<file path="config.mk">
export PLATFORM = sky130hd
export DESIGN_NAME = hdrg_doorbell_gate
export DESIGN_NICKNAME = d
export VERILOG_FILES = /design/src/verilog/hdrg_pkg.sv /design/src/verilog/hdrg_doorbell_gate.sv
export SDC_FILE = /design/constraint.sdc
export NUM_CORES = 1
export LEC_CHECK = 0
export BUFFER_PORTS_ARGS = -buffer_cell sky130_fd_sc_hd__clkbuf_2
export CAP_MARGIN = 20
export CORE_ASPECT_RATIO = 0.6
export CORE_UTILIZATION = 42
export DETAILED_ROUTE_END_ITERATION = 8
export HOLD_SLACK_MARGIN = 0.15
export PLACE_DENSITY = 0.76
export RECOVER_POWER = 50
export SYNTH_ARGS = -nofsm -noshare
export SYNTH_HDL_FRONTEND = slang
export SYNTH_SLANG_ARGS = --single-unit
</file>
<file path="constraint.sdc">
create_clock -name clock_i -period 1.9 [get_ports clock_i]
set_clock_uncertainty 0.2 [all_clocks]
set_input_delay 0 -clock clock_i [delete_from_list [all_inputs] [get_ports clock_i]]
set_output_delay 0 -clock clock_i [all_outputs]
set_load 0.005 [all_outputs]
</file>
<file path="src/verilog/hdrg_pkg.sv">
// Purpose: shared constants and types for the host doorbell refuse gate
// Assumes: offsets are relative to the decoded memory or I/O window base
// Notes:   one 32-bit doorbell with read/set and clear views
package hdrg_pkg;
    // ------------------------------------------------------------------
    // register map
    // ------------------------------------------------------------------
    localparam logic [11:0] DB_MEM_SET_OFF = 12'h1c0;
    localparam logic [11:0] DB_MEM_CLR_OFF = 12'h1c4;
    localparam logic [11:0] IO_WIN_OFF     = 12'h100;
    localparam logic [11:0] DB_IO_SET_OFF  = 12'h0c0;
    localparam logic [11:0] DB_IO_CLR_OFF  = 12'h0c4;
    localparam logic [31:0] DB_RESET       = 32'h0000_0000;
    // ------------------------------------------------------------------
    // doorbell fields
    // ------------------------------------------------------------------
    localparam int HB_BIT      = 31;
    localparam int LOCK_BIT    = 30;
    localparam int TOG_BIT     = 29;
    localparam int REFUSE_BIT  = 28;
    localparam int HALT_BIT    = 27;
    localparam int UCODE_W     = 27;
    // lock and refuse raise no microcode interrupt
    localparam logic [31:0] UCODE_IRQ_MASK = 32'hafff_ffff;
    // refuse is owned by the adapter side
    localparam logic [31:0] HOST_WR_MASK   = 32'hefff_ffff;
    // ------------------------------------------------------------------
    // interrupt register positions and error type
    // ------------------------------------------------------------------
    localparam int IRQ_HB_REPLY_BIT = 28;
    localparam int IRQ_FATAL_BIT    = 29;
    localparam logic [7:0] HALT_ERR_CODE = 8'h2b;
    // ------------------------------------------------------------------
    // types
    // ------------------------------------------------------------------
    typedef enum logic [1:0] {
        ST_OK            = 2'b00,
        ST_INFLIGHT_FAIL = 2'b01,
        ST_ABANDONED     = 2'b10,
        ST_SLAVE_FAIL    = 2'b11
    } hdrg_status_t;
    typedef enum logic [0:0] {
        GW_IDLE = 1'b0,
        GW_BUSY = 1'b1
    } hdrg_gw_state_t;
endpackage

</file>
<file path="src/verilog/hdrg_doorbell_gate.sv">
// Purpose: host doorbell with toggle-refuse handshake and refusing gateway
// Assumes: host accesses are decoded single-cycle strobes on clock_i
// Notes:   read data returns one cycle after the read strobe
`timescale 1ns/1ns
// What this block does
// - host writes doorbell bits to raise a microcode interrupt
// - set view decoded at memory offset 1c0h
// - clear view decoded at memory offset 1c4h
// - both views also decoded in I/O space at 100h plus c0h/c4h
// - heartbeat request makes the adapter set its heartbeat reply
// - heartbeat reply is interrupt register bit 28
// - lock bit 30 is host-only and raises no microcode interrupt
// - adapter clears toggle bit on the same edge that inverts refuse
// - refuse bit 28 adapter-written, host-read, no microcode interrupt
// - refuse low lets adapter transactions go to the host normally
// - refuse high fails in-flight transactions with success-unknown status
// - refuse high fails new and queued transactions as abandoned
// - slave op on a failed transaction ends failed with length zero
// - refuse sets at once without waiting for outstanding transactions
// - refuse never gates interrupts
// - halt bit 27 halts, records error type, sets fatal flag
// - fatal flag is interrupt bit 29, error register gives cause
// - fatal flag holds until the adapter is reset
// - bits 26 to 0 may signal internal microcode interrupts
module hdrg_doorbell_gate #(
    parameter int TAG_W = 4,
    parameter int LEN_W = 16
) (
    input  wire logic             clock_i,
    input  wire logic             sys_rst_i,
    input  wire logic             host_wr_i,
    input  wire logic             host_rd_i,
    input  wire logic             host_io_i,
    input  wire logic [11:0]      host_addr_i,
    input  wire logic [31:0]      host_wdata_i,
    output logic      [31:0]      host_rdata_o,
    output logic                  host_rvalid_o,
    input  wire logic [26:0]      ucode_db_set_i,
    input  wire logic [26:0]      ucode_db_clr_i,
    input  wire logic             hb_reply_clr_i,
    output logic                  ucode_irq_o,
    output logic                  heartbeat_reply_o,
    output logic                  fatal_error_flag_o,
    output logic                  halted_o,
    output logic      [7:0]       error_code_o,
    output logic                  refuse_o,
    input  wire logic             txn_req_valid_i,
    input  wire logic [TAG_W-1:0] txn_req_tag_i,
    output logic                  txn_req_ready_o,
    output logic                  txn_issue_o,
    output logic      [TAG_W-1:0] txn_issue_tag_o,
    input  wire logic             txn_master_done_i,
    output logic                  txn_abort_o,
    output logic                  txn_result_valid_o,
    output logic      [1:0]       txn_result_status_o,
    output logic      [TAG_W-1:0] txn_result_tag_o,
    input  wire logic             slave_op_valid_i,
    input  wire logic [TAG_W-1:0] slave_op_tag_i,
    input  wire logic [LEN_W-1:0] slave_op_len_i,
    input  wire logic             slave_op_release_i,
    output logic                  slave_op_done_o,
    output logic                  slave_op_fail_o,
    output logic      [LEN_W-1:0] slave_op_len_o
);
    // ------------------------------------------------------------------
    // host decode
    // ------------------------------------------------------------------
    logic        hit_set;
    logic        hit_clr;
    logic [31:0] set_v;
    logic [31:0] clr_v;
    logic [31:0] hw_clr;
    logic [31:0] ucode_set;
    logic [31:0] ucode_clr;
    logic [31:0] db_reg;
    logic [31:0] db_next;
    logic [31:0] db_view;
    logic        refuse_reg;
    assign hit_set = host_io_i
        ? host_addr_i == 12'(hdrg_pkg::IO_WIN_OFF
                             + hdrg_pkg::DB_IO_SET_OFF)
        : host_addr_i == hdrg_pkg::DB_MEM_SET_OFF;
    assign hit_clr = host_io_i
        ? host_addr_i == 12'(hdrg_pkg::IO_WIN_OFF
                             + hdrg_pkg::DB_IO_CLR_OFF)
        : host_addr_i == hdrg_pkg::DB_MEM_CLR_OFF;
    // host cannot touch refuse through either view
    assign set_v = (host_wr_i && hit_set) ?
                   (host_wdata_i & hdrg_pkg::HOST_WR_MASK) : 32'h0;
    assign clr_v = (host_wr_i && hit_clr) ?
                   (host_wdata_i & hdrg_pkg::HOST_WR_MASK) : 32'h0;
    assign ucode_set = {5'h00, ucode_db_set_i};
    assign ucode_clr = {5'h00, ucode_db_clr_i};
    // toggle and heartbeat are served in one cycle, then dropped
    always_comb begin
        hw_clr = 32'h0;
        hw_clr[hdrg_pkg::TOG_BIT] = db_reg[hdrg_pkg::TOG_BIT];
        hw_clr[hdrg_pkg::HB_BIT]  = db_reg[hdrg_pkg::HB_BIT];
    end
    // sets win over clears so a fresh host request is never lost
    assign db_next = (db_reg & ~(clr_v | hw_clr | ucode_clr))
                     | set_v | ucode_set;
    // ------------------------------------------------------------------
    // doorbell and refuse state
    // ------------------------------------------------------------------
    always_ff @(posedge clock_i) begin
        if (sys_rst_i) begin
            db_reg <= hdrg_pkg::DB_RESET;
        end else begin
            db_reg <= db_next;
        end
    end
    // inverts at once, outstanding transactions are not waited for
    always_ff @(posedge clock_i) begin
        if (sys_rst_i) begin
            refuse_reg <= 1'b0;
        end else if (db_reg[hdrg_pkg::TOG_BIT]) begin
            refuse_reg <= ~refuse_reg;
        end
    end
    always_comb begin
        db_view = db_reg;
        db_view[hdrg_pkg::REFUSE_BIT] = refuse_reg;
    end
    assign refuse_o = refuse_reg;
    // lock and refuse masked off; refuse does not gate anything here
    assign ucode_irq_o = |(db_reg & hdrg_pkg::UCODE_IRQ_MASK);
    // both views read back the doorbell; unmapped reads return zero
    always_ff @(posedge clock_i) begin
        if (sys_rst_i) begin
            host_rdata_o  <= 32'h0;
            host_rvalid_o <= 1'b0;
        end else begin
            host_rvalid_o <= host_rd_i;
            host_rdata_o  <= (host_rd_i && (hit_set || hit_clr)) ?
                             db_view : 32'h0;
        end
    end

    // ------------------------------------------------------------------
    // heartbeat and halt
    // ------------------------------------------------------------------
    always_ff @(posedge clock_i) begin
        if (sys_rst_i) begin
            heartbeat_reply_o <= 1'b0;
        end else if (db_reg[hdrg_pkg::HB_BIT]) begin
            heartbeat_reply_o <= 1'b1;
        end else if (hb_reply_clr_i) begin
            heartbeat_reply_o <= 1'b0;
        end
    end
    // only a reset releases a halt
    always_ff @(posedge clock_i) begin
        if (sys_rst_i) begin
            halted_o           <= 1'b0;
            fatal_error_flag_o <= 1'b0;
            error_code_o       <= 8'h00;
        end else if (db_reg[hdrg_pkg::HALT_BIT] && !halted_o) begin
            halted_o           <= 1'b1;
            fatal_error_flag_o <= 1'b1;
            error_code_o       <= hdrg_pkg::HALT_ERR_CODE;
        end
    end

    // ------------------------------------------------------------------
    // gateway toward the host
    // ------------------------------------------------------------------
    hdrg_pkg::hdrg_gw_state_t gw_state_reg;
    logic                     pend_v_reg;
    logic [TAG_W-1:0]         pend_tag_reg;
    logic [TAG_W-1:0]         act_tag_reg;
    logic                     req_take;
    // one queued entry behind the active transaction
    assign txn_req_ready_o = !pend_v_reg;
    assign req_take = txn_req_valid_i && !pend_v_reg;
    always_ff @(posedge clock_i) begin
        if (sys_rst_i) begin
            gw_state_reg        <= hdrg_pkg::GW_IDLE;
            pend_v_reg          <= 1'b0;
            pend_tag_reg        <= '0;
            act_tag_reg         <= '0;
            txn_issue_o         <= 1'b0;
            txn_issue_tag_o     <= '0;
            txn_abort_o         <= 1'b0;
            txn_result_valid_o  <= 1'b0;
            txn_result_status_o <= hdrg_pkg::ST_OK;
            txn_result_tag_o    <= '0;
        end else begin
            txn_issue_o        <= 1'b0;
            txn_abort_o        <= 1'b0;
            txn_result_valid_o <= 1'b0;
            case (gw_state_reg)
                hdrg_pkg::GW_IDLE: begin
                    if (pend_v_reg || req_take) begin
                        pend_v_reg <= 1'b0;
                        if (refuse_reg) begin
                            txn_result_valid_o  <= 1'b1;
                            txn_result_status_o <= hdrg_pkg::ST_ABANDONED;
                            txn_result_tag_o    <= pend_v_reg ?
                                pend_tag_reg : txn_req_tag_i;
                        end else begin
                            txn_issue_o     <= 1'b1;
                            txn_issue_tag_o <= pend_v_reg ?
                                pend_tag_reg : txn_req_tag_i;
                            act_tag_reg     <= pend_v_reg ?
                                pend_tag_reg : txn_req_tag_i;
                            gw_state_reg    <= hdrg_pkg::GW_BUSY;
                        end
                    end
                end
                hdrg_pkg::GW_BUSY: begin
                    if (req_take) begin
                        pend_v_reg   <= 1'b1;
                        pend_tag_reg <= txn_req_tag_i;
                    end
                    if (refuse_reg) begin
                        txn_abort_o         <= 1'b1;
                        txn_result_valid_o  <= 1'b1;
                        txn_result_status_o <= hdrg_pkg::ST_INFLIGHT_FAIL;
                        txn_result_tag_o    <= act_tag_reg;
                        gw_state_reg        <= hdrg_pkg::GW_IDLE;
                    end else if (txn_master_done_i) begin
                        txn_result_valid_o  <= 1'b1;
                        txn_result_status_o <= hdrg_pkg::ST_OK;
                        txn_result_tag_o    <= act_tag_reg;
                        gw_state_reg        <= hdrg_pkg::GW_IDLE;
                    end
                end
                default: begin
                    gw_state_reg <= hdrg_pkg::GW_IDLE;
                end
            endcase
        end
    end

    // ------------------------------------------------------------------
    // failed transaction tracking and slave ops
    // ------------------------------------------------------------------
    logic [(1<<TAG_W)-1:0] failed_map;
    logic                  fail_ev;
    assign fail_ev = txn_result_valid_o
                     && (txn_result_status_o != hdrg_pkg::ST_OK);
    genvar gi;
    generate
        for (gi = 0; gi < (1 << TAG_W); gi++) begin : g_failed
            // a new failure wins over a release in the same cycle
            always_ff @(posedge clock_i) begin
                if (sys_rst_i) begin
                    failed_map[gi] <= 1'b0;
                end else if (fail_ev && txn_result_tag_o == TAG_W'(gi)) begin
                    failed_map[gi] <= 1'b1;
                end else if (slave_op_valid_i && slave_op_release_i
                             && slave_op_tag_i == TAG_W'(gi)) begin
                    failed_map[gi] <= 1'b0;
                end
            end
        end
    endgenerate
    always_ff @(posedge clock_i) begin
        if (sys_rst_i) begin
            slave_op_done_o <= 1'b0;
            slave_op_fail_o <= 1'b0;
            slave_op_len_o  <= '0;
        end else begin
            slave_op_done_o <= slave_op_valid_i;
            slave_op_fail_o <= slave_op_valid_i
                               && failed_map[slave_op_tag_i];
            slave_op_len_o  <= (slave_op_valid_i
                               && !failed_map[slave_op_tag_i]) ?
                               slave_op_len_i : '0;
        end
    end
endmodule // hdrg_doorbell_gate

</file>
# Word-level counts from Yosys, hierarchy flattened
# Index checks and enable logic that the tools add are counted.
dict set report totals {
  register_bits 122
  out_inout_bits 78
  elab_cells 219
  input_bits 132
}
dict set report op_classes {
  n_mux 62
  magnitude_cmp 1
  n_reduce_logical 75
  eq_ne 36
  bitwise_logic 10
}
# operator count
set ops {}
lappend ops {{$eq A4 B4 Y1 const B} 16}
lappend ops {{$mux W32} 2}
lappend ops {{$or A32 B27 Y32} 2}
lappend ops {{$or A32 B32 Y32} 2}
lappend ops {{$mux W1} 45}
lappend ops {{$logic_and A1 B1 Y1} 41}
lappend ops {{$reduce_bool A2 Y1} 18}
lappend ops {{$and A32 B32 Y32} 1}
lappend ops {{$eq A4 B3 Y1 const B} 8}
lappend ops {{$not A32 Y32} 1}
lappend ops {{$reduce_or A30 Y1} 1}
lappend ops {{$eq A12 B9 Y1 const B} 2}
lappend ops {{$mux W4} 5}
lappend ops {{$eq A4 B2 Y1 const B} 4}
lappend ops {{$eq A4 B1 Y1 const B} 2}
lappend ops {{$logic_not A4 Y1} 2}
lappend ops {{$mux W2} 4}
lappend ops {{$pmux W4 S2} 1}
lappend ops {{$reduce_or A2 Y1} 4}
lappend ops {{$pmux W1 S2} 3}
lappend ops {{$reduce_and A3 Y1} 2}
lappend ops {{$lt A4 B5 Y1 const B} 1}
lappend ops {{$bmux W1 S4} 1}
lappend ops {{$ne A2 B2 Y1 const B} 2}
lappend ops {{other kinds (7)} 14}

# Longest topological paths before layout
# Gate-level depths: netlist of run 1.
dict set report depth {
  depth_word 9
  ltp_mapped 7
  ltp_nobuf 4
}

# Least setup slack after synthesis of run 1
# OpenSTA, ideal clock, no wires.
dict set report synth_timing {
  path_kind {input -> register}
  start {input host_addr_i[1]}
  end {register db_reg[10]}
  path_buffers 2
  setup_time_ps 122
  path_stages 6
  setup_slack_ps 64
  t_arrival_ps 1514
  t_required_ps 1578
  cell_sequence {or4_1 > nor4_1 > buf_2 > buf_4 > a21oi_1 > a221o_1}
}
dict set report synth_between {
  elab_chain_len 9
  word_cells_on_any_way 12
  classes_between {eq/ne: 2; mux: 2; bitwise: 6; reduce/logical: 2}
}
# element line_no
set synth_lines {}
lappend synth_lines {{start, declared} hdrg_doorbell_gate.sv:34} ;# input wire logic [11:0] host_addr_i,
lappend synth_lines {{$eq A12 B9 Y1} {hdrg_doorbell_gate.sv:84, hdrg_doorbell_gate.sv:86}}
lappend synth_lines {{$logic_and A1 B1 Y1} hdrg_doorbell_gate.sv:90} ;# assign clr_v = (host_wr_i && hit_clr) ?
lappend synth_lines {{$mux W32} hdrg_doorbell_gate.sv:90}
lappend synth_lines {{$or A32 B32 Y32} hdrg_doorbell_gate.sv:101} ;# assign db_next = (db_reg & ~(clr_v | hw_clr | ucode_clr))
lappend synth_lines {{$or A32 B27 Y32} hdrg_doorbell_gate.sv:101}
lappend synth_lines {{$not A32 Y32} hdrg_doorbell_gate.sv:101}
lappend synth_lines {{$and A32 B32 Y32} hdrg_doorbell_gate.sv:101}
lappend synth_lines {{$or A32 B32 Y32 (*)} hdrg_doorbell_gate.sv:102} ;# | set_v | ucode_set;
lappend synth_lines {{$or A32 B27 Y32 (*)} hdrg_doorbell_gate.sv:102}
lappend synth_lines {{end signal, assigned} hdrg_doorbell_gate.sv:108} ;# db_reg <= hdrg_pkg::DB_RESET;
lappend synth_lines {{end signal, assigned} hdrg_doorbell_gate.sv:110} ;# db_reg <= db_next;
lappend synth_lines {{end, declared} hdrg_doorbell_gate.sv:75} ;# logic [31:0] db_reg;
# Every way passes the cells marked *; elsewhere a longest branch is shown, timed or not.
# A chain may end at the register's enable or synchronous reset.

# Final worst setup path of run 1
dict set report layout_timing {
  start {register db_reg[16]}
  end {output ucode_irq_o}
}
dict set report layout_between {
  elab_chain_len 1
}
# element line_no
set layout_lines {}
lappend layout_lines {{$reduce_or A30 Y1} hdrg_doorbell_gate.sv:127} ;# assign ucode_irq_o = |(db_reg & hdrg_pkg::UCODE_IRQ_MASK);
lappend layout_lines {{end, declared} hdrg_doorbell_gate.sv:41} ;# output logic ucode_irq_o,
# Every way passes these cells.

==> flow_summary.yaml, run 1 <==
clock_network:
  clk_latency_ns: 0.41
  hold_buffers: 149
  htree_levels: 4
  cts.reportedPaths.clkPinSlew_ns: 0.05
  cts_tree: "done"
  post-cts-setup-buffers: 0
  cts_buffers: 17
  clk_path_buf_depth: 2
  cts_sinks: 120
  cts_root_buf: "clkbuf_16"
drt:
  drc_errors: 0
  ant_nets: 0
  wl_per_cell_um: 16.8
  drt_iter0_markers: 285
  first_pass_iters: 7
  routed_wl_mm: 16.7
  viasPerCell: 5.34
  vias: 5307
critical_path:
  end_kind: "output port"
  crit_chain: "or4_4, nor3_2, nand4_1, clkbuf_2"
  critPathMaxStageDelay_ns: 0.52
  cp.depth: 4
  cp.required_ns: 1.70
  reg2reg_from: "failed_map[11]$_SDFFE_PP0P_"
  rrSetupSlack_ns: 0.08
  r2r-end: "slave_op_len_o[7]$_SDFF_PP0_"
  cp_max_fo: 3
  worstPathBufferInverterCount: 1
  crit_type: "reg -> out"
  crit_arrival_ns: 1.66
  cpLargestDelayFamily: "simple AND/OR/NAND/NOR gates"
  r2r_cells: 4
  worst_path_max_delay_cell: "or4_4"
  critPathLaunchType: "flip-flop"
pwr:
  ir_worst_vdd_v: 0.000688
  power.total_mw: 6.50
  power.density_nw_per_um2: 833
  p_leak_nw: 3.35
synthesis:
  synthArstFlopShare: 0
  syn_area_um2: 4640
  synth.avg_cell_area_um2: 9.38
  synth-seq-area-share: 0.518
  synth-edff-count: 0
  netlist_instances: 495
  synth_flop_cell: "dfxtp_1"
  yosys_warnings: 0
  synth.distinct_cells: 47
  synth-seq-cells: 120
placed_design:
  detailed_place_hpwl_mm: 9.32
  port_buffers: 203
  place_area_um2: 5740
  gp_congestion: 0.847
floorplan:
  num_rows: 29
  ios: 210
  die_w_um: 138
  die_height_um: 83.4
  die-area_um2: 11500
  coreArea_um2: 10700
  initial_utilization: 0.435
cells_and_area:
  largest_reg_flops: 32
  nets: 972
  register_area_um2: 2400
  stdcell_area_um2: 7800
  syn2layout_area_growth_pct: 68.1
  drive_gt1_frac: 0.234
  multiInputGateArea_um2: 2060
  fillCellCount: 757
global_route:
  grt_max_degree: 33
  track_usage: 0.291
  grt_pass1_vias: 5148
  antenna_found_initial: 4
  overflow: 0
  grt_pass1_wl_mm: 25.3
sta:
  min_period_ns: 1.86
  max_freq_ghz: 0.539
  setup_viol_count_final: 0
  tightestPinTransition_ns: 0.619
  timing.final.crit_share: 0.976
  report.final.slew_viol_count: 0
  hold_viol_final: 0
  slew_headroom: 0.584
  fin_tns_setup_ns: 0
hold_path:
  holdCritStartpoint: "host_addr_i[9]"
  min_to: "db_reg[27]$_SDFF_PP0_"
  min_path_cells: 6
  hp-class: "in -> reg"
job:
  drv_cap: 0
status:
  outcome: "finished, final reports clean"
## synth_stat cells (2+ instances only)
cell type | number | area, um2
nand2b_1 | 5 | 31.3
buf_2 | 6 | 30.0
nor4_1 | 8 | 50.1
and2_1 | 51 | 319
nor3_1 | 6 | 30.0
nor4b_1 | 2 | 17.5
a211oi_1 | 4 | 30.0
a21oi_1 | 49 | 245
buf_4 | 11 | 82.6
nor3b_1 | 2 | 15.0
nor2b_1 | 5 | 31.3
a32o_1 | 2 | 20.0
nand4_1 | 2 | 12.5
and3_1 | 2 | 12.5
buf_1 | 3 | 11.3
nand3b_1 | 2 | 15.0
or4_1 | 2 | 15.0
clkbuf_1 | 14 | 52.6
dfxtp_1 | 120 | 2400
nor2_1 | 45 | 169
buf_6 | 3 | 33.8
nand3_1 | 8 | 40.0
a221o_1 | 26 | 260
mux4_2 | 2 | 45.0
inv_1 | 4 | 15.0
nand4b_1 | 2 | 17.5
o21ai_0 | 24 | 120
nand2_1 | 51 | 191
mux2i_1 | 16 | 160
## logic make-up after synthesis
logic type             count (synthesis)  synth area share
XOR/XNOR                               1           0.00189
AND/OR/NAND/NOR                      200             0.226
other                                  1          0.000808
AO/OA/AOI/OAI                        113             0.160
buffers and inverters                 42            0.0496
flip-flops                           120             0.518
multiplexers                          18            0.0442
## layout make-up
| type | count | area share |
|---|---|---|
| Timing Repair Buffer | 361 | 0.329 |
| Sequential cell | 120 | 0.308 |
| Multi-Input combinational cell | 336 | 0.265 |
| Clock buffer | 19 | 0.0568 |
| Tap cell | 139 | 0.0223 |
| Clock inverter | 12 | 0.0165 |
| Inverter | 4 | 0.00193 |
| Antenna cell | 3 | 0.000963 |
## layout by cell type, fill, tap and decap left out, types with 5 or more instances in the layout
cell type        n
a21oi_1         49
a221o_1         26
and2_1          51
clkbuf_1        56
clkbuf_16       17
clkbuf_2       149
dfxtp_1        120
dlygate4sd3_1  148
mux2i_1         16
nand2_1         51
nand2b_1         5
nand3_1          8
nor2_1          45
nor2b_1          5
nor3_1           5
o21ai_0         24
## how the worst max path moves through the flow
stage | start | to | slack [ns]
floorplan | host_addr_i[1] | db_reg[10]$_SDFF_PP0_ | 0.06
global placement | host_addr_i[1] | db_reg[17]$_SDFF_PP0_ | -0.05
detailed placement | host_addr_i[1] | db_reg[13]$_SDFF_PP0_ | -0.10
CTS | db_reg[17]$_SDFF_PP0_ | ucode_irq_o | 0.02
global route | db_reg[16]$_SDFF_PP0_ | ucode_irq_o | -0.03
finish | db_reg[16]$_SDFF_PP0_ | ucode_irq_o | 0.04
## metal layers
layer,global-route usage,routed length (um)
met5,0,0
met4,0.170,849
met3,0.0818,1380
met2,0.477,7970
met1,0.336,6530
## worst register-to-register path, delay by kind of cell, from the launching register on
family,cells,cell delay (ns)
compound gates,1,0.35
mux,2,0.62
simple gates,1,0.19
flops,1,0.34
## stage by stage
| step | util | setup WS, ns | hold WS (ns) | std cells |
|---|---|---|---|---|
| floorplan | - | 0.0640 | -0.0912 | 498 |
| global placement | 0.538 | -0.0472 | 0.000284 | 811 |
| detailed placement | 0.538 | -0.104 | 0.00444 | 811 |
| CTS | 0.732 | 0.0235 | 0.0596 | 991 |
| global route | 0.731 | -0.0253 | 0.116 | 994 |
| finish | 0.731 | 0.0448 | 0.0776 | 994 |
## timing repair
| action | 4_1_cts | 5_1_grt |
|---|---|---|
| endpoints found under the setup margin | 1 | 18 |
| gates resized for setup | 1 | 10 |
| pin swaps | 0 | 0 |
| endpoints found under the hold margin | 119 | 11 |
## power breakdown
| part | switching, mW | internal, mW |
|---|---|---|
| sequential | 0.0784 | 2.60 |
| clock | 1.15 | 1.95 |
| combinational | 0.289 | 0.434 |
| total | 1.51 | 4.98 |
No activity file was read; power rests on OpenSTA's default activity.
==> run 2, diff against run 1 <==
--- a/config.mk
+++ b/config.mk
@@ -6,13 +6,15 @@
 export NUM_CORES = 1
 export LEC_CHECK = 0
 export BUFFER_PORTS_ARGS = -buffer_cell sky130_fd_sc_hd__clkbuf_2
-export CAP_MARGIN = 20
+export CELL_PAD_IN_SITES_DETAIL_PLACEMENT = 1
+export CELL_PAD_IN_SITES_GLOBAL_PLACEMENT = 1
 export CORE_ASPECT_RATIO = 0.6
-export CORE_UTILIZATION = 42
+export CORE_UTILIZATION = 30
 export DETAILED_ROUTE_END_ITERATION = 8
 export HOLD_SLACK_MARGIN = 0.15
-export PLACE_DENSITY = 0.76
+export PLACE_DENSITY_LB_ADDON = 0.1
 export RECOVER_POWER = 50
+export SLEW_MARGIN = 20
 export SYNTH_ARGS = -nofsm -noshare
 export SYNTH_HDL_FRONTEND = slang
 export SYNTH_SLANG_ARGS = --single-unit
==> run 2 against run 1 <==
  * Sequential power is essentially flat
  * Setup slack lost 0.0028 ns
  * Count of clock-buffer cells in the layout is the same
  * Register-to-register slack is essentially flat
  * Wire length grew 5.3%
  * Combinational power shrank 2%
  * Power grew 2.2%
  * Critical path depth is the same
  * Die area grew 39%
  * Sequential share of layout area shrank 0.14 points
  * Highest routed layer unchanged
==> flow_summary.yaml, run 2 (synthesis gave the netlist of run 1 again) <==
drt:
  drc_errors: 0
  viasPerCell: 4.77
  wl_met2_mm: 8.34
  top_layer_used: "met4"
  wl_per_cell_um: 16.7
  vias: 5036
  routed_wl_mm: 17.6
  wl_met3_um: 986
  drt_iter0_markers: 233
  first_pass_iters: 4
  ant_nets: 0
  wl_met1_mm: 7.85
critical_path:
  worst_path_max_delay_cell: "or4_4"
  critPathLaunchType: "flip-flop"
  crit_type: "reg -> out"
  crit_chain: "or4_4, nor3_2, nand4_1, clkbuf_2"
  end_kind: "output port"
  cp.required_ns: 1.70
  crit_arrival_ns: 1.66
  critPathMaxStageDelay_ns: 0.53
  cp_max_fo: 3
clock_network:
  cts_tree: "done"
  clk_latency_ns: 0.41
  cts_sinks: 120
  htree_levels: 4
  cts.reportedPaths.clkPinSlew_ns: 0.05
  cts_buffers: 17
  cts_root_buf: "clkbuf_16"
  clk_path_buf_depth: 2
  post-cts-setup-buffers: 0
sta:
  rsz0062_at_grt: "true"
  timing.final.crit_share: 0.978
  setup_viol_count_final: 0
  min_period_ns: 1.86
  slew_headroom: 0.658
  report.final.slew_viol_count: 0
  hold_viol_final: 0
  max_freq_ghz: 0.538
  tightestPinTransition_ns: 0.507
floorplan:
  die_height_um: 98.3
  die-area_um2: 16000
  die_w_um: 163
  ios: 210
  initial_utilization: 0.313
  num_rows: 34
  coreArea_um2: 14800
placed_design:
  dp.cells: 876
  port_buffers: 203
  gp_congestion: 0.775
  detailed_place_hpwl_mm: 11.2
hold_path:
  hp-class: "in -> reg"
cells_and_area:
  multiInputGateArea_um2: 2040
  final_util: 0.529
  register_area_um2: 2400
  syn2layout_area_growth_pct: 68.8
  fillCellCount: 1786
  largest_reg_flops: 32
  drive_gt1_frac: 0.238
  layout_commonest_cell: "clkbuf_2"
  stdcell_count: 1056
  nets: 976
  layout_common_cells: "clkbuf_2, dlygate4sd3_1, dfxtp_1, clkbuf_1"
pwr:
  intPower_mw: 5.11
  p_sw_frac: 0.231
  p_switching_mw: 1.53
  p_seq_frac: 0.403
  ir_worst_vdd_v: 0.000490
  comb_power_share: 0.107
  p_leak_nw: 3.35
  power.total_mw: 6.64
  clock_power_share: 0.490
  power.density_nw_per_um2: 848
status:
  outcome: "finished, final reports clean"
global_route:
  antenna_found_initial: 2
  overflow: 0
  grt_pass1_wl_mm: 27.3
  grt_pass1_vias: 5413
  track_usage: 0.223
  grt_max_degree: 35
job:
  drv_cap: 0
[run 2: cell types whose count changed in the layout (fill, tap and decap cells not counted), sizes merged]
cell | before | now
bufinv | 2 | 3
dlygate4sd3 | 148 | 147
clkinv | 7 | 5
buf | 8 | 11
clkinvlp | 3 | 4
clkbuf | 223 | 226
dlymetal6s4s | 1 | 0
diode | 3 | 2
[run 2: cell type report]
type / instances / share of cell area
clock inverters: 12 / 0.0195
well taps: 198 / 0.0316
clock buffers: 19 / 0.0565
flip-flops and latches: 120 / 0.307
inverters: 4 / 0.00192
multi-input cells: 336 / 0.261
diodes: 2 / 0.000639
repair buffers: 365 / 0.322
[run 2: metal layers]
layer / track usage / up-vias
met1: 0.269 / 2427
met2: 0.375 / 154
met5: 0 / -
met3: 0.0616 / 35
li1: - / 2420
met4: 0.0927 / 0
[run 2: power groups by stage]
stage | logic [mW] | registers [mW] | clock network [mW]
after floorplan | 0.222 | 2.70 | 0
after global placement | 0.449 | 2.72 | 0
after detailed placement | 0.463 | 2.72 | 0
after CTS | 0.701 | 2.67 | 3.31
after global routing | 0.771 | 2.68 | 3.43
final | 0.712 | 2.68 | 3.25
[run 2: final timing paths]
check / start / endpoint / slack [ns] / cells past startpoint
hold / removal: host_addr_i[1] / db_reg[27]$_SDFF_PP0_ / 0.10 / 6
setup reg to reg: failed_map[10]$_SDFFE_PP0P_ / slave_op_len_o[2]$_SDFF_PP0_ / 0.09 / 4
hold reg to reg: db_reg[30]$_SDFF_PP0_ / host_rdata_o[30]$_SDFF_PP0_ / 0.26 / 1
setup / recovery: db_reg[17]$_SDFF_PP0_ / ucode_irq_o / 0.04 / 4
[run 2: worst max-delay path: cells and delay by family, from the launching register on]
family	cells	cell delay, ns
AND/OR/NAND/NOR	3	0.78
flip-flops	1	0.33
buffers and inverters	1	0.14
[run 2: stage by stage]
stage          hold slack (ns)  cell area [um2]  setup slack (ns)  TNS, ns
2_1_floorplan          -0.0912             4650            0.0640        0
3_3_place_gp          0.000741             5840           -0.0844    -2.56
3_5_place_dp           0.00506             5840            -0.112    -3.32
4_1_cts                 0.0962             7920            0.0113        0
5_1_grt                  0.164             7830           -0.0371   -0.636
6_report                 0.102             7830            0.0420        0
[run 2: repair_timing]
action	in CTS	in global routing
hold buffers	147	0
hold endpoints to repair	120	0
pin swaps	0	1
setup endpoints to repair	2	2
resized for setup	5	3
